[config.mk]
export PLATFORM = sky130hd
export DESIGN_NAME = fscr_clock_recovery
export DESIGN_NICKNAME = d
export VERILOG_FILES = /design/src/rtl/fscr_clock_recovery.v /design/src/rtl/fscr_sample_div.v /design/src/rtl/fscr_startup_timer.v
export VERILOG_INCLUDE_DIRS = /design/src /design/src/rtl
export SDC_FILE = /design/constraint.sdc
export NUM_CORES = 1
export LEC_CHECK = 0
export BUFFER_PORTS_ARGS = -buffer_cell sky130_fd_sc_hd__buf_2
export CAP_MARGIN = 20
export CORE_MARGIN = 3
export CORE_UTILIZATION = 40
export CTS_BUF_LIST = sky130_fd_sc_hd__clkbuf_4
export DETAILED_ROUTE_END_ITERATION = 10
export PLACE_DENSITY = 0.63
export SYNTH_ARGS = -nofsm -noshare
export SYNTH_HDL_FRONTEND = slang
export SYNTH_HIERARCHICAL = 1
export SYNTH_SLANG_ARGS = --single-unit
[constraint.sdc]
create_clock -name pclk -period 6.8 [get_ports pclk]
set_input_delay 0.68 -clock pclk [delete_from_list [all_inputs] [get_ports pclk]]
set_output_delay 0.68 -clock pclk [all_outputs]
set_load 0.01 [all_outputs]
[src/rtl/fscr_defines.vh]
// Constants of the fail-safe clock recovery block
`ifndef FSCR_DEFINES_VH
`define FSCR_DEFINES_VH

// ----------------------------------------
// Register byte offsets
// ----------------------------------------
`define FSCR_OFS_OSC_CTRL 12'h000
`define FSCR_OFS_CONFIG 12'h004
`define FSCR_OFS_STATUS 12'h008
`define FSCR_OFS_COMMAND 12'h00c

// ----------------------------------------
// Field positions
// ----------------------------------------
`define FSCR_CTRL_SRC_LSB 0
`define FSCR_CTRL_RUN_BIT 3
`define FSCR_CFG_MON_EN_BIT 3
`define FSCR_CFG_INT_EN_BIT 4
`define FSCR_ST_FLAG_BIT 0
`define FSCR_CMD_PM_BIT 0
`define FSCR_CMD_WAKE_BIT 3
`define FSCR_CMD_IRQ_BIT 4

// ----------------------------------------
// Reset values
// ----------------------------------------
`define FSCR_OSC_CTRL_RST 8'h00
`define FSCR_CONFIG_RST 8'h19

// ----------------------------------------
// Oscillator modes of the start-up configuration
// ----------------------------------------
`define FSCR_MODE_LP 3'h0
`define FSCR_MODE_XT 3'h1
`define FSCR_MODE_HS 3'h2
`define FSCR_MODE_RC 3'h3
`define FSCR_MODE_EC 3'h4
`define FSCR_MODE_HIGH_SPEED_CRYSTAL_PLL_MODE 3'h5
`define FSCR_MODE_INTERNAL_RC_OSC 3'h6

// ----------------------------------------
// Clock sources and power-managed modes
// ----------------------------------------
`define FSCR_SRC_PRIMARY 2'h0
`define FSCR_SRC_SECONDARY 2'h1
`define FSCR_SRC_INTERNAL 2'h2
`define FSCR_PM_RUN 2'h0
`define FSCR_PM_IDLE 2'h1
`define FSCR_PM_SLEEP 2'h2

// ----------------------------------------
// Timing
// ----------------------------------------
`define FSCR_SAMPLE_DIV 64
`define FSCR_OST_EDGES 1024
`define FSCR_CLK_NS 10
`define FSCR_PLL_LOCK_NS 2000
`define FSCR_PLL_LOCK_CYC ((`FSCR_PLL_LOCK_NS + `FSCR_CLK_NS - 1) / `FSCR_CLK_NS)

`endif

[src/rtl/fscr_clock_recovery.v]
// Fail-safe clock monitor recovery and start-up control with APB registers
// Function
// - Fail-safe ends only on reset or power-managed entry
// - After reset start configured oscillator with delays
// - Internal mux clocks device until primary ready
// - On ready switch to primary, set running flag
// - Monitoring resumes after switch back to primary
// - Never-ready primary leaves internal clock until power-managed entry
// - Control register keeps reset value while waiting
// - Power-managed entry selects control register source
// - Power-managed source stays monitored during mode
// - Failure with interrupt enabled: internal, no return
// - Idle failure, interrupt off: interrupt resumes internally
// - Clock, RC, internal modes monitor immediately
// - Crystal modes run internal until timers expire
// - Stable crystal: RC only samples the monitor
// - Crystal-mode oscillator never starting raises no fail flag
// - New power-managed mode while stabilising disables primary
// - Sample clock RC/64; latch set, cleared
// - Failure sets flag, switches internal, control unchanged
// - Failure clears watchdog counter and postscaler
// - Running flag one on primary, zero internal
`timescale 1ns/1ps
`default_nettype none
`include "fscr_defines.vh"

module fscr_clock_recovery (
  // Clock and reset
  input wire pclk,
  input wire presetn,
  // APB slave
  input wire psel,
  input wire penable,
  input wire pwrite,
  input wire [11:0] paddr,
  input wire [31:0] pwdata,
  output reg [31:0] prdata,
  output reg pready,
  output reg pslverr,
  // Oscillator pins
  input wire primary_clk_pin,
  input wire secondary_clk_pin,
  // Clock and system control
  output reg [1:0] clk_sel_reg,
  output reg primary_osc_en_reg,
  output reg watchdog_clear_reg,
  output reg cpu_resume_reg,
  output reg fail_safe_reg
);

  // --------------------------------------
  // Notes
  // --------------------------------------
  // A primary that never starts in a crystal mode leaves the device on the internal clock
  // with no failure flagged; software has to time the start-up itself.
  // Mode entry while waiting turns the primary off and cancels the timer.
  // Hardware never rewrites the control register; its source field only
  // takes effect on the next power-managed entry.

  // --------------------------------------
  // Declarations
  // --------------------------------------
  reg [2:0] pri_sync_reg; // Primary pin sync and edge stage
  reg [2:0] sec_sync_reg; // Secondary pin sync and edge stage
  reg [7:0] osc_control_reg; // Software source select and flag
  reg [7:0] config_reg; // Mode, monitor and interrupt enables
  reg osc_fail_int_flag; // Sticky oscillator fail flag
  reg primary_clock_running_flag; // Primary supplies device clock
  reg clock_monitor_latch; // Set by device clock, cleared by sample
  reg monitor_on_reg; // Failure checking active
  reg waiting_reg; // Start-up in progress
  reg boot_reg; // Start-up owed after reset release
  reg [1:0] pm_mode_reg; // Current power-managed mode
  reg in_pm_reg; // A power-managed mode was entered
  reg idle_fail_reg; // Failure in idle with interrupt off
  reg [1:0] sel_next; // Next clock select
  wire sample_rise; // Sample clock rising edge
  wire sample_fall; // Sample clock falling edge
  wire timer_ready; // Start-up delays expired
  wire crystal_mode; // Mode needs start-up timer
  wire apb_wr; // Write in access phase
  wire [2:0] osc_mode; // Configured primary mode
  wire pri_fall; // Primary falling edge
  wire sec_fall; // Secondary falling edge
  wire mon_fall; // Falling edge of monitored clock
  wire fail_det; // Clock failure detected
  wire start_now; // Start-up begins this cycle
  wire pm_cmd; // Power-managed entry command
  wire wake_cmd; // Wake from sleep command
  wire irq_cmd; // Interrupt event command

  // Start-up configuration mode in the low config bits
  assign osc_mode = config_reg[2:0];
  // Crystal and resonator modes wait for the start-up timer
  assign crystal_mode = (osc_mode == `FSCR_MODE_LP) || (osc_mode == `FSCR_MODE_XT) ||
                        (osc_mode == `FSCR_MODE_HS) || (osc_mode == `FSCR_MODE_HIGH_SPEED_CRYSTAL_PLL_MODE);
  // Only the completing access phase counts as a write
  assign apb_wr = psel && penable && pready && pwrite;
  // Command bits act once, on the completing write
  assign pm_cmd = apb_wr && (paddr == `FSCR_OFS_COMMAND) && pwdata[`FSCR_CMD_PM_BIT];
  assign wake_cmd = apb_wr && (paddr == `FSCR_OFS_COMMAND) && pwdata[`FSCR_CMD_WAKE_BIT];
  assign irq_cmd = apb_wr && (paddr == `FSCR_OFS_COMMAND) && pwdata[`FSCR_CMD_IRQ_BIT];
  // Falling edges taken behind the two-stage synchronisers
  assign pri_fall = pri_sync_reg[2] && !pri_sync_reg[1];
  assign sec_fall = sec_sync_reg[2] && !sec_sync_reg[1];
  // Monitored clock is whichever external source drives the device
  assign mon_fall = (clk_sel_reg == `FSCR_SRC_SECONDARY) ? sec_fall : pri_fall;
  // Failure: latch still clear at the sample fall, so no clock
  // edge came in the half period since the sample rise cleared it;
  // a healthy clock sets it again well before the fall
  assign fail_det = monitor_on_reg && config_reg[`FSCR_CFG_MON_EN_BIT] &&
                    sample_fall && !clock_monitor_latch;
  // Start-up after reset release or wake from sleep
  assign start_now = boot_reg || (wake_cmd && pm_mode_reg == `FSCR_PM_SLEEP);

  // --------------------------------------
  // Submodules
  // --------------------------------------
  // Free-running sample clock, one period per 64 clocks
  fscr_sample_div u_div (
    .pclk(pclk),
    .presetn(presetn),
    .sample_rise(sample_rise),
    .sample_fall(sample_fall)
  );

  // Start-up delays for crystal modes; mode entry cancels them
  fscr_startup_timer u_timer (
    .pclk(pclk),
    .presetn(presetn),
    .start(start_now && crystal_mode),
    .abort(pm_cmd),
    .use_pll(osc_mode == `FSCR_MODE_HIGH_SPEED_CRYSTAL_PLL_MODE),
    .osc_edge(pri_fall),
    .ready(timer_ready)
  );

  // --------------------------------------
  // Pin synchronisers
  // --------------------------------------
  always @(posedge pclk or negedge presetn) begin
    if (!presetn) begin
      pri_sync_reg <= 3'h0;
      sec_sync_reg <= 3'h0;
    end else begin
      // Stage 0 feeds only stage 1
      // Stage 2 only delays stage 1 for the edge detector
      pri_sync_reg <= {pri_sync_reg[1:0], primary_clk_pin};
      sec_sync_reg <= {sec_sync_reg[1:0], secondary_clk_pin};
    end
  end

  // --------------------------------------
  // Clock monitor latch
  // --------------------------------------
  always @(posedge pclk or negedge presetn) begin
    if (!presetn)
      clock_monitor_latch <= 1'b0;
    // A clock fall wins over the clear in the same cycle
    else if (mon_fall)
      clock_monitor_latch <= 1'b1;
    else if (sample_rise)
      clock_monitor_latch <= 1'b0;
  end

  // --------------------------------------
  // Clock select and recovery sequencing
  // --------------------------------------
  // Next source: failure first, then mode entry, then start-up steps
  always @* begin
    // Hold the present source unless an event moves it
    sel_next = clk_sel_reg;
    if (fail_det)
      sel_next = `FSCR_SRC_INTERNAL;
    else if (pm_cmd)
      sel_next = osc_control_reg[1:0];
    else if (start_now && crystal_mode)
      sel_next = `FSCR_SRC_INTERNAL;
    else if (start_now)
      sel_next = `FSCR_SRC_PRIMARY;
    else if (waiting_reg && timer_ready)
      sel_next = `FSCR_SRC_PRIMARY;
  end

  // Recovery state, updated on every rising clock edge
  always @(posedge pclk or negedge presetn) begin
    if (!presetn) begin
      boot_reg <= 1'b1;
      clk_sel_reg <= `FSCR_SRC_INTERNAL;
      primary_osc_en_reg <= 1'b0;
      waiting_reg <= 1'b0;
      monitor_on_reg <= 1'b0;
      fail_safe_reg <= 1'b0;
      primary_clock_running_flag <= 1'b0;
      watchdog_clear_reg <= 1'b0;
      pm_mode_reg <= `FSCR_PM_RUN;
      in_pm_reg <= 1'b0;
      idle_fail_reg <= 1'b0;
      cpu_resume_reg <= 1'b0;
    end else begin
      boot_reg <= 1'b0;
      clk_sel_reg <= sel_next;
      // Running flag follows the live source
      primary_clock_running_flag <= (sel_next == `FSCR_SRC_PRIMARY);
      watchdog_clear_reg <= fail_det;
      cpu_resume_reg <= 1'b0;
      if (fail_det) begin
        // Enter fail-safe; control register untouched
        fail_safe_reg <= 1'b1;
        monitor_on_reg <= 1'b0;
        if (in_pm_reg && pm_mode_reg == `FSCR_PM_IDLE && !config_reg[`FSCR_CFG_INT_EN_BIT])
          idle_fail_reg <= 1'b1;
      end else if (pm_cmd) begin
        // Power-managed entry ends fail-safe and any start-up
        fail_safe_reg <= 1'b0;
        waiting_reg <= 1'b0;
        if (waiting_reg)
          primary_osc_en_reg <= 1'b0;
        else
          primary_osc_en_reg <= (osc_control_reg[1:0] == `FSCR_SRC_PRIMARY);
        monitor_on_reg <= (osc_control_reg[1:0] != `FSCR_SRC_INTERNAL);
        pm_mode_reg <= pwdata[2:1];
        in_pm_reg <= 1'b1;
        idle_fail_reg <= 1'b0;
      end else if (start_now) begin
        // Reset or wake: start the configured primary
        primary_osc_en_reg <= 1'b1;
        waiting_reg <= crystal_mode;
        monitor_on_reg <= !crystal_mode;
        pm_mode_reg <= `FSCR_PM_RUN;
        in_pm_reg <= 1'b0;
      end else if (waiting_reg && timer_ready) begin
        // Primary stable; RC returns to sampling only
        waiting_reg <= 1'b0;
        monitor_on_reg <= 1'b1;
      end
      // A primary that never readies leaves waiting set, on RC
      if (irq_cmd && idle_fail_reg) begin
        // Interrupt wakes the core on the internal clock
        cpu_resume_reg <= 1'b1;
        idle_fail_reg <= 1'b0;
        pm_mode_reg <= `FSCR_PM_RUN;
      end
    end
  end

  // --------------------------------------
  // Software registers
  // --------------------------------------
  // Command writes act as strobes; only a mode entry stores pwdata[2:1], in pm_mode_reg
  always @(posedge pclk or negedge presetn) begin
    if (!presetn) begin
      osc_control_reg <= `FSCR_OSC_CTRL_RST;
      config_reg <= `FSCR_CONFIG_RST;
      osc_fail_int_flag <= 1'b0;
    end else begin
      // Only software writes; hardware never rewrites it
      if (apb_wr && paddr == `FSCR_OFS_OSC_CTRL)
        osc_control_reg <= pwdata[7:0];
      if (apb_wr && paddr == `FSCR_OFS_CONFIG)
        config_reg <= pwdata[7:0];
      // Set wins over a write-one clear
      if (fail_det)
        osc_fail_int_flag <= 1'b1;
      else if (apb_wr && paddr == `FSCR_OFS_STATUS && pwdata[`FSCR_ST_FLAG_BIT])
        osc_fail_int_flag <= 1'b0;
    end
  end

  // --------------------------------------
  // APB answer, one wait-free access phase
  // --------------------------------------
  // Ready follows every setup cycle, so no access ever waits
  always @(posedge pclk or negedge presetn) begin
    if (!presetn) begin
      prdata <= 32'h00000000;
      pready <= 1'b0;
      pslverr <= 1'b0;
    end else begin
      pready <= psel && !penable;
      pslverr <= 1'b0;
      prdata <= 32'h00000000;
      if (psel && !penable) begin
        case (paddr)
          `FSCR_OFS_OSC_CTRL: begin
            prdata <= {24'h000000, osc_control_reg[7:4], primary_clock_running_flag,
                       osc_control_reg[2:0]};
          end
          `FSCR_OFS_CONFIG: begin
            prdata <= {24'h000000, config_reg};
          end
          `FSCR_OFS_STATUS: begin
            prdata <= {27'h0000000, in_pm_reg, idle_fail_reg, waiting_reg, fail_safe_reg,
                       osc_fail_int_flag};
          end
          `FSCR_OFS_COMMAND: begin
            prdata <= {29'h00000000, pm_mode_reg, 1'b0};
          end
          default: begin
            // Unmapped address
            pslverr <= 1'b1;
          end
        endcase
      end
    end
  end

endmodule // fscr_clock_recovery
`default_nettype wire

[src/rtl/fscr_sample_div.v]
// Divider making the monitor sample clock from the internal RC clock
`timescale 1ns/1ps
`default_nettype none
`include "fscr_defines.vh"

module fscr_sample_div (
  // Clock and reset
  input wire pclk,
  input wire presetn,
  // Sample clock edges
  output reg sample_rise,
  output reg sample_fall
);

  reg [5:0] div_reg; // Divide-by-64 counter

  // --------------------------------------
  // Counter and edge pulses
  // --------------------------------------
  always @(posedge pclk or negedge presetn) begin
    if (!presetn) begin
      div_reg <= 6'h00;
      sample_rise <= 1'b0;
      sample_fall <= 1'b0;
    end else begin
      div_reg <= div_reg + 6'h01;
      // Rise at count wrap, fall at mid count
      sample_rise <= (div_reg == 6'h3f);
      sample_fall <= (div_reg == 6'h1f);
    end
  end

endmodule // fscr_sample_div
`default_nettype wire

[src/rtl/fscr_startup_timer.v]
// Start-up timer: oscillator edge count then PLL lock count
`timescale 1ns/1ps
`default_nettype none
`include "fscr_defines.vh"

module fscr_startup_timer (
  // Clock and reset
  input wire pclk,
  input wire presetn,
  // Control
  input wire start,
  input wire abort,
  input wire use_pll,
  input wire osc_edge,
  // Result
  output reg ready
);

  reg [10:0] ost_reg; // Oscillator edges seen
  reg [15:0] pll_reg; // PLL lock cycles elapsed
  reg busy_reg; // Timing in progress

  // --------------------------------------
  // Two-stage timing sequence
  // --------------------------------------
  always @(posedge pclk or negedge presetn) begin
    if (!presetn) begin
      ost_reg <= 11'h000;
      pll_reg <= 16'h0000;
      busy_reg <= 1'b0;
      ready <= 1'b0;
    end else if (start || abort) begin
      // Restart or cancel
      ost_reg <= 11'h000;
      pll_reg <= 16'h0000;
      busy_reg <= start;
      ready <= 1'b0;
    end else if (busy_reg) begin
      if (ost_reg != `FSCR_OST_EDGES) begin
        // Count only real oscillator edges
        if (osc_edge)
          ost_reg <= ost_reg + 11'h001;
      end else if (use_pll && pll_reg != `FSCR_PLL_LOCK_CYC) begin
        pll_reg <= pll_reg + 16'h0001;
      end else begin
        busy_reg <= 1'b0;
        ready <= 1'b1;
      end
    end
  end

endmodule // fscr_startup_timer
`default_nettype wire

* Word level (Yosys, flattened, before mapping) *
Index checks and enable logic that the tools add are counted.

word-level totals
  bits in registers = 109
  bits in latches = 0
  bits in writable memories = 0
  memory bits (read-only) = 0
  word-level logic and storage cells = 161
  memories = 0

operators by class
  $add $sub $neg = 3
  multiply operators = 0
  div/mod/pow operators = 0
  order comparisons = 0
  eq/ne operators = 18
  shift operators = 0
  multiplexer cells = 52
  bitwise logic cells = 1
  reduce and logical (&&, ||, !) cells = 59

operators with widths
  cell                     number
  $mux W16                 4
  $mux W11                 4
  $mux W1                  33
  $mux W32                 1
  $pmux W8 S4              1
  $eq A12 B4 Y1 const B    2
  $logic_and A1 B1 Y1      24
  $mux W2                  9
  $add A16 B1 Y16 const B  1
  $ne A16 B8 Y1 const B    1
  $reduce_bool A2 Y1       8
  $eq A12 B3 Y1 const B    1
  $logic_not A12 Y1        1
  $add A11 B1 Y11 const B  1
  $ne A11 B11 Y1 const B   1
  $reduce_and A3 Y1        3
  $reduce_bool A3 Y1       3
  $reduce_and A2 Y1        4
  $add A6 B1 Y6 const B    1
  $eq A6 B5 Y1 const B     1
  $eq A6 B6 Y1 const B     1
  $logic_not A1 Y1         6
  $ne A2 B1 Y1 const B     3
  $logic_or A1 B1 Y1       5
  12 further kinds         14

* Depth between registers and ports, before layout *
Gate-level depths: netlist (run 1).

  depth in word-level cells = 12
  gate-level depth with buffers = 8

* By module *
The synthesis (run 1) kept the hierarchy.

by module, submodules not included
  module               times used  cells an instance  area an instance (µm²)  sequential area each (µm²)
  fscr_clock_recovery  1           187                2,162.1                 1,182.4
  fscr_startup_timer   1           181                1,744.2                 725.7
  fscr_sample_div      1           20                 300.3                   200.2

* Worst setup path before layout (run 1) *
No wires, ideal clock.

  kind = input-to-reg
  from = input paddr[9]
  to = register u_timer.ost_reg[0]
  arrival time = 2.747 ns
  data required time = 6.668 ns
  setup slack = 3.921 ns
  cell stages on the path = 6
  cell sequence = or4_4 -> or4b_4 -> a21oi_1 -> or2_0 -> clkbuf_1 -> nor2_1

between the ends
  word-level cells in the longest chain between the ends = 9

RTL lines
  item                                  line                                                  source
  start, declared                       fscr_clock_recovery.v:35                              input wire [11:0] paddr,
  $eq A12 B4 Y1 *                       -
  $logic_and A1 B1 Y1 *                 fscr_clock_recovery.v:100, fscr_clock_recovery.v:101
  $logic_and A1 B1 Y1                   fscr_clock_recovery.v:101                             assign wake_cmd = apb_wr && (paddr == `FSCR_OFS_COMMAND) && pwdata[`FSCR_CMD_WAKE_BIT];
  $logic_and A1 B1 Y1 (no source line)  -
  $logic_or A1 B1 Y1                    fscr_clock_recovery.v:114                             assign start_now = boot_reg || (wake_cmd && pm_mode_reg == `FSCR_PM_SLEEP);
  $logic_and A1 B1 Y1                   fscr_clock_recovery.v:131                             .start(start_now && crystal_mode),
  $logic_or A1 B1 Y1 *                  fscr_startup_timer.v:32                               end else if (start || abort) begin
  $reduce_bool A2 Y1 (no source line)   -
  $reduce_and A3 Y1 (no source line)    -
  end signal, assigned                  fscr_startup_timer.v:42                               ost_reg <= ost_reg + 11'h001;
  end, declared                         fscr_startup_timer.v:19                               reg [10:0] ost_reg;

Every way passes the cells marked *; elsewhere a longest branch is shown, timed or not.
A chain may end at the register's enable or synchronous reset.

* Worst setup path after layout (run 1) *
  from = input paddr[9]
  to = register u_timer.ost_reg[2]

The elaborated chain is that of the path after synthesis.

==> metrics, run 1 <==
top_reg_cell synth dfrtp_1; Routed WL per cell 14.7 um; vias per std cell between 5 and 6; RSZ-0062 raised after global routing no; 1st-iter DRT viols ~180; global route overflow 0; fin crit share between 40% and 50%; Hold Violations, Final 0; CP max-delay cell or4b_4; setup ws final 3.87 ns; Final nets 490; CTS tree yes; Cell Pwr Density slightly above 200 nW/um2; total negative slack 0 ns; Starting Density around 42%; asr flop ratio synth 100%; final setup violation count 0; CTS Sinks between 80 and 90; Syn-to-layout area delta 11.0%; worst-case clock buffer depth 2; DR pass1 iterations 4; Synth cell types 67; Int Pwr 0.732 mW; Die Y roughly 110 um; Register Area about 2100 um2; Final min period 2.93 ns; Die W around 110 um; max cap viols 0; worst vdd ir 114 uV; max reg flops 16; multi-input logic area between 1500 and 2000 um2; Ys Warns 6; core area around 10000 um2; crit path buf inv count 2; Switch Pwr 0.211 mW; Critical Path RT 7.13 ns; Port Buffer Count 42; Die ar. between 10,000 and 15,000 um2; relative slew slack a little over two fifths; Total Routing Usage GR 15.0%; R2R depth 7; status complete, no violations; Reg power frac approximately 55%; Hold Buf Count CTS 0; fmax between 0.3 and 0.4 GHz; Setup crit end kind flop; largest net degree at the start of global routing between 80 and 90; CP top delay family simple AND/OR/NAND/NOR gates; Hold/Removal Path Class in2async; Antenna Cells 0; # rows 36; post-synthesis register bit count between 80 and 90; worst stage delay on the critical path 0.60 ns; post-CTS resize count 0; sequential share of the synthesized area 50.1%; Reg-to-Reg End u_timer/ost_reg[2]$_DFFE_PN0P_; hpwl dp 6.03 mm; CP Cell Sequence buf_2, or4_4, or4b_4, a21oi_1, or2_0, buf_4, nor2_1, a31o_2; combinational share of power under 10%; initial antenna violation count 0; flop2flop setup slack ~4.2 ns; pre-CTS setup slack 3.42 ns; Mapped Area 4210 um2; antenna viol nets, final 0; Mapped Cells 388; switching part of the total 22.4%; vias in the first global route between 2,000 and 3,000; CP Launch Type input port; worst path arrival time 3.26 ns; clock power share 38.5%; DRC viols 0; routability congestion estimate from global placement around 0.83; Worst Setup Path Type in2reg; Leak Pwr between 2 and 2.5 nW; Top Ports 91; final wirelength roughly 8.4 mm; Setup Buffers After CTS 0; first-pass GRT wire length 13.8 mm; CP max FO 22; share of cells above drive strength 1 a little under a quarter; Clk pin slew, worst setup/hold paths 0.14 ns; CTS Buf Count 9; worst skew pair latency between 0.4 and 0.5 ns; Vias 3,018; Worst Tran Pin Value around 0.85 ns; Root Driver clkbuf_4; clk_skew approximately 0.030 ns; Post-synth EDFFs 0; final slew viol count 0; Mapped Avg Cell Area around 11 um2; H-tree depth 3; RR Startpoint pready$_DFF_PN0_; fillers between 900 and 1,000
area by class of cell:
type                            count  area share (%)
Clock inverter                      4            2.12
Multi-Input combinational cell    280            40.7
Clock buffer                       12            1.93
Tap cell                          133            3.56
Inverter                           15            1.21
Sequential cell                    84            45.1
Timing Repair Buffer               44            5.30
routing by layer:
layer,wire (um),vias up,track usage [%],share of wire [%]
li1,-,1467,-,-
met1,3960,1478,20.7,47
met2,4000,62,22.6,48
met3,290,11,3.10,3.5
met4,138,0,6.76,1.6
met5,0,-,0,0
cells in the mapped netlist (all sizes together) (4+ instances only):
cell type	number	area share (%)
xnor2	9	1.9
nand4	14	2.2
nand3	14	1.8
or3	9	1.3
ha	5	1.5
nor4	10	2.2
inv	15	1.3
mux2i	14	3.3
dfrtp	79	47
and3	5	0.89
nand2	28	2.5
nor2b	4	0.59
or4	11	2.2
nor2	25	2.3
and4	4	0.83
nor3	5	0.59
dfstp	5	3.1
a21oi	23	2.7
o31ai	8	1.4
mux2	17	4.6
clkbuf	6	0.54
buf	27	4.9
o21ai	10	1.2
power groups by stage:
stage | Sequential, mW | Combinational [mW] | Clock, mW
4_1_cts | 0.519 | 0.0606 | 0.376
6_report | 0.519 | 0.0614 | 0.363
3_3_place_gp | 0.528 | 0.0583 | 0
2_1_floorplan | 0.527 | 0.0425 | 0
3_5_place_dp | 0.528 | 0.0607 | 0
5_1_grt | 0.521 | 0.0707 | 0.396
how the worst max path moves through the flow:
stage / startpoint / end / slack, ns / cells past startpoint
finish: paddr[9] / u_timer/ost_reg[2]$_DFFE_PN0P_ / 3.87 / 8
global route: paddr[9] / u_timer/ost_reg[2]$_DFFE_PN0P_ / 3.76 / 8
CTS: paddr[9] / u_timer/ost_reg[2]$_DFFE_PN0P_ / 3.90 / 8
detailed placement: paddr[9] / u_timer/ost_reg[2]$_DFFE_PN0P_ / 3.42 / 8
global placement: paddr[9] / u_timer/ost_reg[2]$_DFFE_PN0P_ / 3.43 / 8
floorplan: paddr[9] / u_timer/ost_reg[0]$_DFFE_PN0P_ / 3.92 / 6
stage by stage:
stage	hold slack, ns	instance area (um2)	instances	total power [mW]	util (%)
after global placement	0.333	4450	555	0.587	44.5
after floorplan	0.331	4300	412	0.569	-
after detailed placement	0.336	4450	555	0.589	44.5
after CTS	0.307	4640	571	0.956	46.4
after global routing	0.00790	4670	572	0.988	46.7
final	0.0399	4670	572	0.943	46.7
layout by cell type, fill, tap and decap left out, types with 8 or more instances in the layout:
cell type,count
nor4_1,8
o31ai_1,8
nand3_1,13
nand4_1,13
or3_1,9
or4_1,8
a21oi_1,23
mux2i_1,14
xnor2_1,9
nor2_1,24
buf_2,41
inv_1,15
mux2_2,17
clkbuf_4,12
nand2_1,28
conb_1,25
dfrtp_1,79
kinds of logic (layout without fill, tap and decap cells):
| family | after synthesis | after routing | share of synthesized area, % |
|---|---|---|---|
| XOR/XNOR | 10 | 10 | 2.08 |
| buffers and inverters | 48 | 75 | 6.78 |
| multiplexers | 31 | 31 | 7.88 |
| AND/OR/NAND/NOR | 151 | 151 | 22.3 |
| AO/OA/AOI/OAI | 58 | 58 | 9.25 |
| other | 1 | 25 | 0.0891 |
| adder cells (fa/ha/maj) | 5 | 5 | 1.49 |
| flip-flops | 84 | 84 | 50.1 |
Note: power is estimated with default switching activity, not from simulation.
==> run 2, diff against run 1 <==
Clock period 6.8 ns to 2.7 ns, I/O delays scaled along.
==> metrics, run 2 (synthesized netlist as in run 1, its figures left out) <==
status complete, no violations; Total Routing Usage GR 15.1% (+0.091 points); CP top delay family simple AND/OR/NAND/NOR gates; worst vdd ir 241 uV (+110%); antenna viol nets, final 0 (unchanged); max cap viols 0 (unchanged); CTS Sinks 84 (unchanged); CP max-delay cell or4b_4; total negative slack 0 ns (unchanged); Antenna Cells 0 (unchanged); Cell Pwr Density 440 nW/um2 (+120%); Register Area 2110 um2 (unchanged); Setup crit end kind flop; fin crit share ~85%; core area 10000 um2 (unchanged); Die ar. 11,800 um2 (unchanged); CTS Buf Count 9 (unchanged); leading cell types in the layout, fill and taps excluded 79 x dfrtp_1, 41 x buf_2, 28 x nand2_1, 25 x conb_1, 24 x nor2_1; Area after DPL 4550 um2 (+2.2%); final setup violation count 0 (unchanged); worst path arrival time 2.58 ns (-0.68 ns); initial antenna violation count 0 (unchanged); Vias 3,070 (+1.7%); Worst Setup Path Type in2reg; commonest non-fill, non-tap cell in the layout dfrtp_1; CP Cell Sequence dlygate4sd3_1, buf_2, and4_1, or4b_4, a21oi_1, or2_0, buf_4, nor2_1; H-tree depth 3 (unchanged); Die W 109 um (unchanged); Leak Pwr 2.12 nW (+1.4%); RSZ-0062 raised after global routing no; Hold Violations, Final 0 (unchanged); Final nets 506 (+3.3%); hpwl dp 6.30 mm (+4.5%); post-CTS resize count 0 (unchanged); Port Buffer Count 42 (unchanged); worst skew pair latency 0.41 ns (-0.03 ns); crit path buf inv count 3 (+1); DRC viols 0 (unchanged); Worst Tran Pin Value 0.658 ns (-0.197 ns); multi-input logic area 1900 um2 (unchanged); CP Launch Type input port; Final Instance Area 4700 um2 (+0.59%); Hold/Removal Path Class in2reg; vias in the first global route 2,899 (+2.1%); dpl cells 568 (+2.3%); clk_skew 0.0214 ns (-0.00872 ns); largest net degree at the start of global routing 53 (-38%); Root Driver clkbuf_4; global route overflow 0 (unchanged); Final Non-Filler Cells 588 (+2.8%); fillers 983 (+5.4%); 1st-iter DRT viols 138 (-22%); final wirelength 8.37 mm (-0.16%); worst-case clock buffer depth 2 (unchanged); max reg flops 16 (unchanged); fmax approximately 0.44 GHz; first-pass GRT wire length 14.1 mm (+2.0%); worst stage delay on the critical path 0.54 ns (-0.06 ns); DR pass1 iterations 4 (unchanged); Syn-to-layout area delta 11.7%; # rows 36 (unchanged); vias per std cell 5.22 (-1.0%); CTS tree yes; Die Y 109 um (unchanged); relative slew slack 56.1% (+14 points); Routed WL per cell 14.2 um (-2.9%); share of cells above drive strength 1 24.2% (+1.6 points); Final min period between 2 and 2.5 ns; CP max FO 13 (-41%); Top Ports 91 (unchanged); Critical Path RT 3.00 ns (-4.13 ns); final slew viol count 0 (unchanged); Starting Density 42.1% (unchanged); Clk pin slew, worst setup/hold paths 0.14 ns (about the same); routability congestion estimate from global placement 0.836 (+0.34%)
run 2: cell count changes in the layout (fill, tap and decap cells not counted):
cell and delta:
clkbuf_4 -2, clkinv_1 +1, buf_4 +13, clkinvlp_4 +1
bufinv_16 -3, clkinv_2 +4, clkinv_4 -1, dlygate4sd3_1 +4
buf_16 -1
run 2: path summary, 6_finish.rpt:
kind	from	endpoint	slack, ns	cells past startpoint
setup / recovery	penable	u_timer/ost_reg[1]$_DFFE_PN0P_	0.41	8
setup reg to reg	pready$_DFF_PN0_	u_timer/ost_reg[1]$_DFFE_PN0P_	0.49	6
hold reg to reg	pri_sync_reg[0]$_DFF_PN0_	pri_sync_reg[1]$_DFF_PN0_	0.36	0
hold / removal	pwdata[7]	osc_control_reg[7]$_DFFE_PN0P_	0.1	2
min in group asynchronous	presetn	u_timer/busy_reg$_DFF_PN0_	0.42	2
max in group asynchronous	presetn	boot_reg$_DFF_PN1_	1.50	3
run 2: through the flow:
stage | utilization, % | worst slack [ns] | hold WS (ns) | power [mW]
after floorplan | - | 0.231 | -0.0256 | 1.43
after global placement | 45.5 | 0.186 | 0.333 | 1.48
after detailed placement | 45.5 | 0.190 | 0.335 | 1.49
after CTS | 47.0 | 0.439 | 0.0618 | 2.11
after global routing | 47.0 | 0.270 | 0.0770 | 2.19
final | 47.0 | 0.413 | 0.0971 | 2.07
run 2: area by class of cell:
class | count | area share, %
tap | 133 | 3.54
inverter | 15 | 1.20
timing repair buffer | 60 | 7.62
clock buffer | 10 | 1.60
clock inverter | 6 | 0.666
multi-input combinational | 280 | 40.5
sequential | 84 | 44.9
run 2: repair_timing:
| item | 4_1_cts | 5_1_grt |
|---|---|---|
| buffers inserted | 0 | 0 |
| hold endpoints to repair | 49 | 0 |
| hold buffers | 4 | 0 |
run 2: where the power goes:
part	leakage [nW]	switching [mW]	total (mW)	internal [mW]
clock	0.0634	0.409	0.601	0.191
combinational	0.970	0.100	0.162	0.0618
sequential	1.09	0.0234	1.31	1.28
run 2: per-layer routing:
metal	GRT usage [%]	share of wire, %	vias to the layer above
li1	-	-	1495
met1	21.2	47	1493
met2	23.5	47	73
met3	2.63	4.5	9
met4	5.23	1.3	0
met5	0	0	-
run 2: worst reg2reg max path: stages (launching register included):
cell and delay, ns:
dfrtp_1 0.38, and4_1 0.32, or4b_4 0.54, a21oi_1 0.32, or2_0 0.23, buf_4 0.23, nor2_1 0.08
